==> src/cip_pkg.sv <==
package cip_pkg;

    // register indexes; byte address is four times the index
    localparam logic [7:0] CIP_IDX_CTRL = 8'h00;
    localparam logic [7:0] CIP_IDX_STATUS = 8'h01;
    localparam logic [7:0] CIP_IDX_PRI = 8'h02;
    localparam logic [7:0] CIP_IDX_L1VEC = 8'h03;
    localparam int CIP_ADDR_W = 8;

    // interrupt_control fields
    localparam int CIP_VECTOR_LOCATION_SELECT_BIT = 6;
    localparam int CIP_CVT_BIT = 5;
    localparam int CIP_RR_BIT = 0;
    // executing_level_flags fields
    localparam int CIP_NONMASKABLE_EXECUTING_FLAG_BIT = 7;
    localparam int CIP_L1EX_BIT = 1;
    localparam int CIP_L0EX_BIT = 0;

    localparam logic [7:0] CIP_CTRL_RST = 8'h00;
    localparam logic [7:0] CIP_STATUS_RST = 8'h00;
    localparam logic [7:0] CIP_PRI_RST = 8'h00;
    localparam logic [7:0] CIP_L1VEC_RST = 8'h00;
    localparam logic [7:0] CIP_L1_OFF = 8'h00;

    // compact table slots
    localparam logic [7:0] CIP_CVT_NMI = 8'h01;
    localparam logic [7:0] CIP_CVT_L1 = 8'h02;
    localparam logic [7:0] CIP_CVT_L0 = 8'h03;

    typedef enum logic [1:0] {
        CIP_LVL_NONE = 2'b00,
        CIP_LVL_NORMAL = 2'b01,
        CIP_LVL_HIGH = 2'b11,
        CIP_LVL_NMI = 2'b10
    } cip_level_type;

    // request offered to the cpu core
    typedef struct packed {
        logic valid;
        cip_level_type level;
        logic [7:0] vector;
        logic [7:0] slot;
    } cip_grant_type;

endpackage : cip_pkg

==> src/cip_regs.sv <==
// Added by the designer: the APB slave port.
module cip_regs
    import cip_pkg::*;
#(
    parameter int NVEC = 32,
    parameter logic [7:0] NMI_VECTOR = 8'h01
) (
    input wire logic clk_i,
    input wire logic reset_i,
    input wire logic psel_i,
    input wire logic penable_i,
    input wire logic pwrite_i,
    input wire logic [CIP_ADDR_W-1:0] paddr_i,
    input wire logic [31:0] pwdata_i,
    input wire logic [3:0] pstrb_i,
    output logic [31:0] prdata_o,
    output logic pready_o,
    output logic pslverr_o,
    input wire logic unlock_window_i,
    input wire logic nmi_req_i,
    input wire logic [NVEC-1:0] irq_lines_i,
    input wire logic ack_i,
    input wire logic return_from_handler_i,
    output cip_grant_type grant_o,
    output logic vector_location_select_o,
    output logic compact_table_enable_o
);

    // the vector fields are 8 bits wide, so more than 256 lines cannot be named
    if (NVEC < 4 || NVEC > 256) begin : g_bad_nvec
        $error("NVEC must lie between 4 and 256");
    end

    ////////////////////////////////////////////////////////////////////////
    // apb decode

    logic vector_location_select_r;
    logic cvt_r;
    logic rr_r;
    logic nmi_ex_r;
    logic l1_ex_r;
    logic l0_ex_r;
    logic [7:0] pri_r;
    logic [7:0] l1vec_r;
    logic [31:0] prdata_r;
    cip_grant_type grant_r;
    cip_grant_type grant_nxt;

    logic [7:0] reg_idx;
    logic mapped;
    logic wr_en;

    assign reg_idx = {2'b00, paddr_i[CIP_ADDR_W-1:2]};
    assign mapped = (paddr_i[1:0] == 2'b00) && (reg_idx <= CIP_IDX_L1VEC);
    assign wr_en = psel_i && penable_i && pwrite_i && mapped && pstrb_i[0];

    // zero wait states: read data is caught in the setup cycle
    assign pready_o = 1'b1;
    assign pslverr_o = psel_i && penable_i && !mapped;
    assign prdata_o = prdata_r;

    function automatic logic [7:0] read_mux(input logic [7:0] idx);
        logic [7:0] v;
        v = 8'h00;
        case (idx)
            CIP_IDX_CTRL: begin
                v[CIP_VECTOR_LOCATION_SELECT_BIT] = vector_location_select_r;
                v[CIP_CVT_BIT] = cvt_r;
                v[CIP_RR_BIT] = rr_r;
            end
            CIP_IDX_STATUS: begin
                v[CIP_NONMASKABLE_EXECUTING_FLAG_BIT] = nmi_ex_r;
                v[CIP_L1EX_BIT] = l1_ex_r;
                v[CIP_L0EX_BIT] = l0_ex_r;
            end
            CIP_IDX_PRI: v = pri_r;
            CIP_IDX_L1VEC: v = l1vec_r;
            default: v = 8'h00;
        endcase
        return v;
    endfunction : read_mux

    always_ff @(posedge clk_i) begin
        if (reset_i) begin
            prdata_r <= 32'h0000_0000;
        end else if (psel_i && !penable_i && !pwrite_i) begin
            prdata_r <= {24'h00_0000, read_mux(reg_idx)};
        end
    end

    ////////////////////////////////////////////////////////////////////////
    // control register

    always_ff @(posedge clk_i) begin
        if (reset_i) begin
            vector_location_select_r <= CIP_CTRL_RST[CIP_VECTOR_LOCATION_SELECT_BIT];
            cvt_r <= CIP_CTRL_RST[CIP_CVT_BIT];
            rr_r <= CIP_CTRL_RST[CIP_RR_BIT];
        end else if (wr_en && reg_idx == CIP_IDX_CTRL) begin
            rr_r <= pwdata_i[CIP_RR_BIT];
            if (unlock_window_i) begin
                vector_location_select_r <= pwdata_i[CIP_VECTOR_LOCATION_SELECT_BIT];
                cvt_r <= pwdata_i[CIP_CVT_BIT];
            end
        end
    end

    assign vector_location_select_o = vector_location_select_r;
    assign compact_table_enable_o = cvt_r;

    always_ff @(posedge clk_i) begin
        if (reset_i) begin
            l1vec_r <= CIP_L1VEC_RST;
        end else if (wr_en && reg_idx == CIP_IDX_L1VEC) begin
            l1vec_r <= pwdata_i[7:0];
        end
    end

    ////////////////////////////////////////////////////////////////////////
    // arbitration

    logic ack_l0;
    assign ack_l0 = ack_i && grant_r.valid && grant_r.level == CIP_LVL_NORMAL;

    // software write wins over the hardware update in the same cycle
    always_ff @(posedge clk_i) begin
        if (reset_i) begin
            pri_r <= CIP_PRI_RST;
        end else if (wr_en && reg_idx == CIP_IDX_PRI) begin
            pri_r <= pwdata_i[7:0];
        end else if (rr_r && ack_l0) begin
            pri_r <= grant_r.vector;
        end
    end

    // first request after vector last, wrapping; {found, vector}
    function automatic logic [8:0] pick(input logic [NVEC-1:0] m, input logic [7:0] last);
        logic [8:0] res;
        int k;
        res = 9'h000;
        for (int i = 0; i < NVEC; i++) begin
            k = (int'(last) + 1 + i) % NVEC;
            if (m[k] && !res[8]) begin
                res = {1'b1, 8'(k)};
            end
        end
        return res;
    endfunction : pick

    logic l1_on;
    logic l1_req;
    logic [NVEC-1:0] l0_mask;
    logic [8:0] l0_pick;

    assign l1_on = (l1vec_r != CIP_L1_OFF) && (int'(l1vec_r) < NVEC);
    assign l1_req = l1_on && irq_lines_i[l1vec_r[$clog2(NVEC)-1:0]];

    always_comb begin
        l0_mask = irq_lines_i;
        if (l1_on) begin
            l0_mask[l1vec_r[$clog2(NVEC)-1:0]] = 1'b0;
        end
    end

    assign l0_pick = pick(l0_mask, pri_r);

    // the offer for the level just granted drops once its flag is set
    always_comb begin
        grant_nxt = '0;
        if (nmi_req_i && !nmi_ex_r) begin
            grant_nxt.valid = 1'b1;
            grant_nxt.level = CIP_LVL_NMI;
            grant_nxt.vector = NMI_VECTOR;
            grant_nxt.slot = cvt_r ? CIP_CVT_NMI : NMI_VECTOR;
        end else if (l1_req && !nmi_ex_r && !l1_ex_r) begin
            grant_nxt.valid = 1'b1;
            grant_nxt.level = CIP_LVL_HIGH;
            grant_nxt.vector = l1vec_r;
            grant_nxt.slot = cvt_r ? CIP_CVT_L1 : l1vec_r;
        end else if (l0_pick[8] && !nmi_ex_r && !l1_ex_r && !l0_ex_r) begin
            grant_nxt.valid = 1'b1;
            grant_nxt.level = CIP_LVL_NORMAL;
            grant_nxt.vector = l0_pick[7:0];
            grant_nxt.slot = cvt_r ? CIP_CVT_L0 : l0_pick[7:0];
        end
    end

    always_ff @(posedge clk_i) begin
        if (reset_i || ack_i) begin
            grant_r <= '0;
        end else begin
            grant_r <= grant_nxt;
        end
    end

    assign grant_o = grant_r;

    ////////////////////////////////////////////////////////////////////////
    // executing flags

    logic ack_nmi;
    logic ack_l1;
    assign ack_nmi = ack_i && grant_r.valid && grant_r.level == CIP_LVL_NMI;
    assign ack_l1 = ack_i && grant_r.valid && grant_r.level == CIP_LVL_HIGH;

    // a return ends the innermost handler only; a set wins over a clear
    always_ff @(posedge clk_i) begin
        if (reset_i) begin
            nmi_ex_r <= CIP_STATUS_RST[CIP_NONMASKABLE_EXECUTING_FLAG_BIT];
        end else if (ack_nmi) begin
            nmi_ex_r <= 1'b1;
        end else if (return_from_handler_i) begin
            nmi_ex_r <= 1'b0;
        end
    end

    always_ff @(posedge clk_i) begin
        if (reset_i) begin
            l1_ex_r <= CIP_STATUS_RST[CIP_L1EX_BIT];
        end else if (ack_l1) begin
            l1_ex_r <= 1'b1;
        end else if (return_from_handler_i && !nmi_ex_r) begin
            l1_ex_r <= 1'b0;
        end
    end

    always_ff @(posedge clk_i) begin
        if (reset_i) begin
            l0_ex_r <= CIP_STATUS_RST[CIP_L0EX_BIT];
        end else if (ack_l0) begin
            l0_ex_r <= 1'b1;
        end else if (return_from_handler_i && !nmi_ex_r && !l1_ex_r) begin
            l0_ex_r <= 1'b0;
        end
    end

    ////////////////////////////////////////////////////////////////////////
    // checks

    logic ctrl_wr;
    logic pri_wr;
    assign ctrl_wr = wr_en && reg_idx == CIP_IDX_CTRL;
    assign pri_wr = wr_en && reg_idx == CIP_IDX_PRI;

    AST_PROTECTED: assert property (@(posedge clk_i) disable iff (reset_i)
        ctrl_wr && !unlock_window_i |=> vector_location_select_r == $past(vector_location_select_r) && cvt_r == $past(cvt_r))
        else $error("protected bit changed without unlock");

    AST_RR_FREE: assert property (@(posedge clk_i) disable iff (reset_i)
        ctrl_wr |=> rr_r == $past(pwdata_i[CIP_RR_BIT]))
        else $error("round robin bit not written");

    AST_RR_UPDATE: assert property (@(posedge clk_i) disable iff (reset_i)
        rr_r && ack_l0 && !pri_wr |=> pri_r == $past(grant_r.vector))
        else $error("priority not updated on ack");

    AST_FIXED_PRI: assert property (@(posedge clk_i) disable iff (reset_i)
        !rr_r && !pri_wr |=> $stable(pri_r))
        else $error("priority changed in fixed mode");

    AST_NMI_FLAG: assert property (@(posedge clk_i) disable iff (reset_i)
        ack_nmi |=> nmi_ex_r ##1 (nmi_ex_r || $past(return_from_handler_i)))
        else $error("nmi flag wrong");

    AST_L1_KEEP: assert property (@(posedge clk_i) disable iff (reset_i)
        l1_ex_r && nmi_ex_r && !ack_l1 |=> l1_ex_r)
        else $error("high flag lost under nmi");

    AST_L0_KEEP: assert property (@(posedge clk_i) disable iff (reset_i)
        l0_ex_r && (nmi_ex_r || l1_ex_r) |=> l0_ex_r)
        else $error("normal flag lost under pre-emption");

    AST_CVT_SLOT: assert property (@(posedge clk_i) disable iff (reset_i)
        grant_r.valid && cvt_r && $stable(cvt_r) && grant_r.level == CIP_LVL_NORMAL
        |-> grant_r.slot == CIP_CVT_L0)
        else $error("compact slot wrong");

    AST_L1_OFF: assert property (@(posedge clk_i) disable iff (reset_i)
        l1vec_r == CIP_L1_OFF && !ack_i |=> !(grant_r.valid && grant_r.level == CIP_LVL_HIGH))
        else $error("high level active while disabled");

    AST_PREEMPT: assert property (@(posedge clk_i) disable iff (reset_i)
        l1_req && l0_ex_r && !l1_ex_r && !nmi_ex_r && !nmi_req_i && !ack_i
        |=> grant_r.valid && grant_r.level == CIP_LVL_HIGH)
        else $error("high level did not pre-empt");

    AST_RESET_PRI: assert property (@(posedge clk_i)
        $fell(reset_i) |-> pri_r == CIP_PRI_RST)
        else $error("priority not reset");

endmodule : cip_regs

==> config.mk <==
export PLATFORM = sky130hd
export DESIGN_NAME = cip_regs
export DESIGN_NICKNAME = d
export VERILOG_FILES = /design/src/cip_pkg.sv /design/src/cip_regs.sv
export SDC_FILE = /design/constraint.sdc
export NUM_CORES = 1
export LEC_CHECK = 0
export BUFFER_PORTS_ARGS = -buffer_cell sky130_fd_sc_hd__buf_2
export CAP_MARGIN = 20
export CORE_MARGIN = 2
export CORE_UTILIZATION = 50
export DETAILED_ROUTE_END_ITERATION = 8
export GPL_ROUTABILITY_DRIVEN = 0
export HOLD_SLACK_MARGIN = 0.12
export PLACE_DENSITY = 0.68
export SLEW_MARGIN = 20
export SYNTH_ARGS = -nofsm -noshare
export SYNTH_HDL_FRONTEND = slang
export SYNTH_SLANG_ARGS = --single-unit
==> constraint.sdc <==
create_clock -name clk_i -period 9 [get_ports clk_i]
set_clock_uncertainty 0.15 [all_clocks]
set_input_delay 2.25 -clock clk_i [delete_from_list [all_inputs] [get_ports clk_i]]
set_output_delay 2.25 -clock clk_i [all_outputs]
set_load 0.02 [all_outputs]
# Word-level counts from Yosys, hierarchy flattened

Cells that the tools add are included.
W data, S select, Z words.

Output and inout port bits: 55
Register bits: 49
Word-level logic and storage cells: 412

Equality and inequality tests: 6
Bitwise logic cells: 34
Reductions and logical operators: 137
$lt $le $gt $ge: 36
Add/subtract/negate cells: 32
Multiplexer cells: 151

Operators by type and width:

| cell                  | count |
|---|---|
| $mux W9               | 32 |
| $lt A6 B7 Y1 const B  | 32 |
| $bmux W1 S5           | 33 |
| $reduce_or A5 Y1      | 32 |
| $add A5 B5 Y5 const B | 16 |
| $mux W1               | 72 |
| $logic_and A1 B1 Y1   | 58 |
| $mux W19              | 3 |
| $add A5 B4 Y5 const B | 8 |
| $logic_not A1 Y1      | 37 |
| $and A1 B1 Y1 const A | 32 |
| $and A32 B32 Y32      | 1 |
| $mux W32              | 1 |
| $mux W8               | 4 |
| $not A32 Y32          | 1 |
| $add A5 B3 Y5 const B | 4 |
| $eq A6 B2 Y1 const B  | 2 |
| $add A5 B1 Y5 const B | 2 |
| $add A5 B2 Y5 const B | 2 |
| $logic_not A8 Y1      | 1 |
| $lt A8 B6 Y1 const B  | 1 |
| $reduce_bool A2 Y1    | 4 |
| $reduce_bool A8 Y1    | 1 |
| $eq A6 B1 Y1 const B  | 1 |
| 14 further kinds      | 16 |

# Longest topological paths before layout

Depth in word-level cells: 110
Gate-level depth with buffers: 29
Mapped depth without buffers: 18

# Least setup slack after synthesis

Ideal clock, no wire load.

Path type: register to register
Start: register pri_r[0]
End: register grant_r, in the netlist grant_o[3]
Required time: 8722 ps
Path slack: 1869 ps
Clock period less this slack: 7131 ps
Arrival: 6853 ps
Cell stages (with the launch flop): 27
Cell sequence: dfxtp_1 > clkbuf_1 > inv_1 > clkbuf_1 > buf_1 > clkbuf_1 > clkbuf_1 > ha_1 > buf_2 > buf_1 > clkinv_1 > clkbuf_1 > ha_1 > xnor2_1 > xor2_1 > mux4_2 > a222oi_1 > mux2i_1 > and4b_1 > buf_4 > nand4_4 > o31ai_2 > nor2_1 > o311ai_0 > a211oi_1 > a211oi_2 > nor3_1

Cells in the longest elaborated chain, start to end: 103
Elaborated cells on any way between the ends: 228
Classes of those cells: 32 x add/sub; 131 x mux; 65 x reduce/logical

RTL lines:

| what                                                                   | RTL line        | RTL |
|---|---|---|
| from (decl)                                                            | cip_regs.sv:43  | `logic [7:0] pri_r;` |
| from (signal assigned)                                                 | cip_regs.sv:130 | `pri_r <= pwdata_i[7:0];` |
| from (signal assigned)                                                 | cip_regs.sv:132 | `pri_r <= grant_r.vector;` |
| $add A5 B1 Y5 (*)                                                      | cip_regs.sv:142 | `k = (int'(last) + 1 + i) % NVEC;` |
| parallel branches: the longest is 96 deep, another holds $add A5 B1 Y5 | n/a             |  |
| $mux W9 (*)                                                            | cip_regs.sv:143 | `if (m[k] && !res[8]) begin` |
| $logic_and A1 B1 Y1 (3 in a row)                                       | cip_regs.sv:180 | `end else if (l0_pick[8] && !nmi_ex_r && !l1_ex_r && !l0_ex_r) begin` |
| $mux W19 (*)                                                           | cip_regs.sv:180 |  |
| $mux W19 (*)                                                           | cip_regs.sv:175 | `end else if (l1_req && !nmi_ex_r && !l1_ex_r) begin` |
| to (signal assigned)                                                   | cip_regs.sv:192 | `grant_r <= grant_nxt;` |
| to (decl)                                                              | cip_regs.sv:46  | `cip_grant_type grant_r;` |

Mark *: on every way between the ends. The select of a mux whose other input is x is not followed.
A chain may end at the register's enable or synchronous reset.

# Worst setup path in the final report

Start: register pri_r[1]
End: register grant_r, in the netlist grant_o[3]

Same word-level chain as after synthesis.

==> results.txt <==
The tools report the aggregate routed wire length as 36,500 um. STA classifies the critical path endpoint as a register. The tools report the setup slack of the most critical reg-to-reg path as 1.66 ns. Timing analysis after detailed placement gives a worst setup slack of 1.76 ns. The number of placed I/O pins came out at 140. The prevailing post-synth register cell was dfxtp_1.

Data on the critical path is required at its endpoint by 9.00 ns. The async set or reset register ratio after synthesis works out to 0%. The reg-to-reg endpoint was grant_o[3]. Yosys instantiated no cell more often than nor2_1. Setup violations remaining at the end of the flow were counted as 0. For this run, the number of Yosys warnings is 0.

Yosys attributes the largest share of cell area to dfxtp_1 (11%), mux4_2 (7.7%), mux2i_1 (7.0%), nor2_1 (5.2%), nand2_1 (3.8%). The number of hold buffers added after CTS was 0. Across the run, the number of max-cap violations was 0. The number of cells on the worst reg-to-reg path works out to 15.

The run gives 9,592 as the number of global-route vias before repair. Row generation in the floorplan step produced 49 rows. The met1 capacity usage during global routing came out at 47.9%. For the final routed database, the setup TNS stands at 0 ns.

The number of distinct library cell variants in the gate-level netlist after synthesis was 105. The post-route netlist has 18.3% of its cells at a drive strength greater than 1. After the last flow step, the layout net total stands at 1,365. The worst hold-check path type is reg2reg. Clock-pin slew reported for the worst setup and hold paths after clock tree synthesis: 0.06 ns. The routed wire length per instance was 24.4 um. The arrival time reported for the critical path endpoint was 7.34 ns; the maximum clock rate was 0.136 GHz.

The minimum setup slack in the final design was 1.66 ns; the floorplan core area was 18,100 sq um. Setup repair after global routing left no endpoint under its margin. The initial utilization of the core area, before any placement, comes to 51.4%. The startpoint identified for the worst register-to-register timing path is pri_r[1]. The met3 track demand over resource was 7.35%; the instance count after placement with tap cells included was 1,490.

For the worst-skew pair, the clock arrives at the later sink with an insertion delay of 0.28 ns. The critical path starts at pri_r[1]. The number of gates resized after CTS was 0. The final max-slew violation count was 0; the worst slew slack as a fraction of its limit was 18.4%. Global routing used 35.3% of the available tracks. The layer flagged by global routing as most heavily used is met2.

The critical path in this run is classified as reg2reg. Counting along the longest clock path gives a buffer depth of 2. Summing every instance area after synthesis gives 9320 sq um. The final number of hold-violating endpoints was 0. CTS saw 49 sinks. The total power per unit cell area was 60.5 nW/um^2. For the number of antenna violations at the first check in global routing, the log shows 0. For the finished layout, the period the worst path requires is 7.34 ns.

The signal on the critical path passes through ha_1 -> xnor3_1 -> mux2_2 -> and3_1 -> nor4_1 -> mux2i_1 -> mux2_2 -> nor4_2 -> nand3_1 -> nor2_1 -> nand4_1 -> o311ai_0 -> a211oi_1 -> a211oi_2 -> nor3_1. Number of levels the H-tree was split into: 2. Summed over all cells, the static leakage comes to 3.81 nW.

Dividing the detail-routed via count by the number of cells gives 7.33. The slowest stage of the critical path is the nor4_1 cell. TritonCTS built the clock tree. The cell depth of the worst min-delay path is 2, and the starting DRC count in detailed routing is 1,734. The repair_antennas step left the layout with diodes totalling 0.

The tools report the met2 routing resource usage after global routing as 54.2%. Maximum number of pins on one net before global-route repair: 58. Once detail routing completed, the nets flagged for antenna violations numbered 0.

Buffers inserted during clock tree synthesis total 5. The final clock period utilization by the worst path works out to 81.6%. The number of synthesized flops with an enable pin works out to 0.

Measured along the x axis, the die boundary spans 141 um. The vertical die dimension was 141 um. The mean cell area of the mapped netlist works out to 7.51 sq um. Buffers added to address setup during post-CTS repair amount to 0.

The layout overhead on the synthesized area works out to 6.39%. The critical path ends at grant_o[3]. For the die footprint, the log shows 19,700 sq um. The cell with the most instances on the worst path was mux2_2. Of all cell types, the one taking the most synthesized area is dfxtp_1. Counting the fill cells in the layout gives 1,778.

The biggest cell delay along the critical path is 0.97 ns. The flow ran to the end, and the final reports show no timing, DRC or antenna violations. Summing over every cut layer, the via total after detailed routing is 11,000. After detailed routing, the number of remaining DRC violations is 0.

Once layout is complete, the cells apart from fillers number 1,497. The area fraction of the dominant cell type after synthesis is 10.5%, and the maximum fanout along the worst path is 16. The combined flip-flop and latch cell area came out at 983 sq um.

Counting instances in the post-synthesis netlist gives the leading cell types as nor2_1 (129), nand2_1 (94), a21oi_1 (69). The global-route wire length before repair is 55,100 um. The startpoint type of the worst setup path was a register. The multi-input combinational cells in the finished layout cover a total of 7790 sq um.

The actual transition at the worst max-transition pin came out at 1.21 ns. Input and output buffers added on the ports amount to 87. The placed wire-length estimate after detailed placement was 27,700 um. After technology mapping, the gate count stands at 1,241. Total grt overflow: 0.

The root buffer cell is clkbuf_16. The tools report the maximum vdd drop as 0.105 mV. After layout, the design draws a total of 599 uW. The share of synthesized area occupied by flip-flops and latches came out at 10.5%. Counting flops and latches in the post-synthesis netlist gives 49. The tools report the detailed-routing iteration count for the pre-antenna-repair pass as 7.
## worst max-delay path: cells and delay by family (launching register included)
kind,cells,cell delay [ns]
adder cells (fa/ha/maj),1,0.54
multiplexers,3,1.05
AND/OR/NAND/NOR,7,3.24
XOR/XNOR,1,0.93
AO/OA/AOI/OAI,3,0.65
flip-flops,1,0.63
## worst min-delay path by stage
stage / start / endpoint
floorplan: l0_ex_r / l0_ex_r
global placement: prdata_o[2] / prdata_o[2]
detailed placement: prdata_o[2] / prdata_o[2]
CTS: vector_location_select_o / vector_location_select_o
global route: vector_location_select_o / vector_location_select_o
finish: prdata_o[3] / prdata_o[3]
## flip-flops by register name, summed over array words and instances (netlist names)
name and count:
grant_o 19, l1vec_r 8, prdata_o 8, pri_r 8, compact_table_enable_o 1, l0_ex_r 1, l1_ex_r 1, nmi_ex_r 1
rr_r 1, vector_location_select_o 1
## power by group
group / internal, mW / switching [mW] / total [mW] / leakage (nW)
registers: 0.220 / 0.00183 / 0.222 / 0.399
logic: 0.0717 / 0.130 / 0.201 / 3.34
clock network: 0.102 / 0.0743 / 0.176 / 0.0669
## cell type report
class	count	share of cell area [%]
inverters	26	0.984
clock buffers	6	1.30
repair buffers	112	6.28
multi-input cells	1074	78.5
well taps	229	2.89
flip-flops and latches	49	9.92
clock inverters	1	0.0883
## per-layer routing
metal | vias up | wire length (um) | share of wire [%]
met5 | - | 0 | 0
met3 | 143 | 4660 | 13
met2 | 803 | 15700 | 43
li1 | 4899 | - | -
met4 | 0 | 1810 | 5.0
met1 | 5121 | 14300 | 39
## stage by stage
step	area (sq um)	util, %	hold WS [ns]
after global routing	9920	54.6	0.376
after CTS	9910	54.6	0.339
after floorplan	9430	-	0.325
final	9920	54.6	0.332
after global placement	9770	53.8	0.312
after detailed placement	9770	53.9	0.325
## placed cells by master, fill, tap and decap left out, types with 11 or more instances in the layout
master    count
mux2i_1      65
nor2_1      129
and2_1       12
a31oi_1      14
nand3_1      35
buf_2        87
nor4_1       18
xnor2_1      26
nor2b_1      12
conb_1       31
o21ai_0      62
ha_1         11
a21oi_1      69
mux2_2       18
o22ai_1      14
a211oi_1     31
a22oi_1      12
inv_1        23
nand2_1      94
o21a_1       13
a21o_1       11
buf_4        25
mux4_2       32
o211ai_1     30
dfxtp_1      47
nand2b_1     12
nor3_1       41
## cell families after synthesis
logic type / after synthesis / synth area share, %
AOI/OAI and AO/OA: 431 / 34.2
xor gates and xnor gates: 36 / 4.00
adders and majority gates: 12 / 1.61
buffers and inverters: 147 / 7.50
DFF: 49 / 10.5
muxes: 117 / 17.2
other: 2 / 0.0806
and+or+nand+nor: 447 / 24.9
No activity file was read; power rests on OpenSTA's default activity.
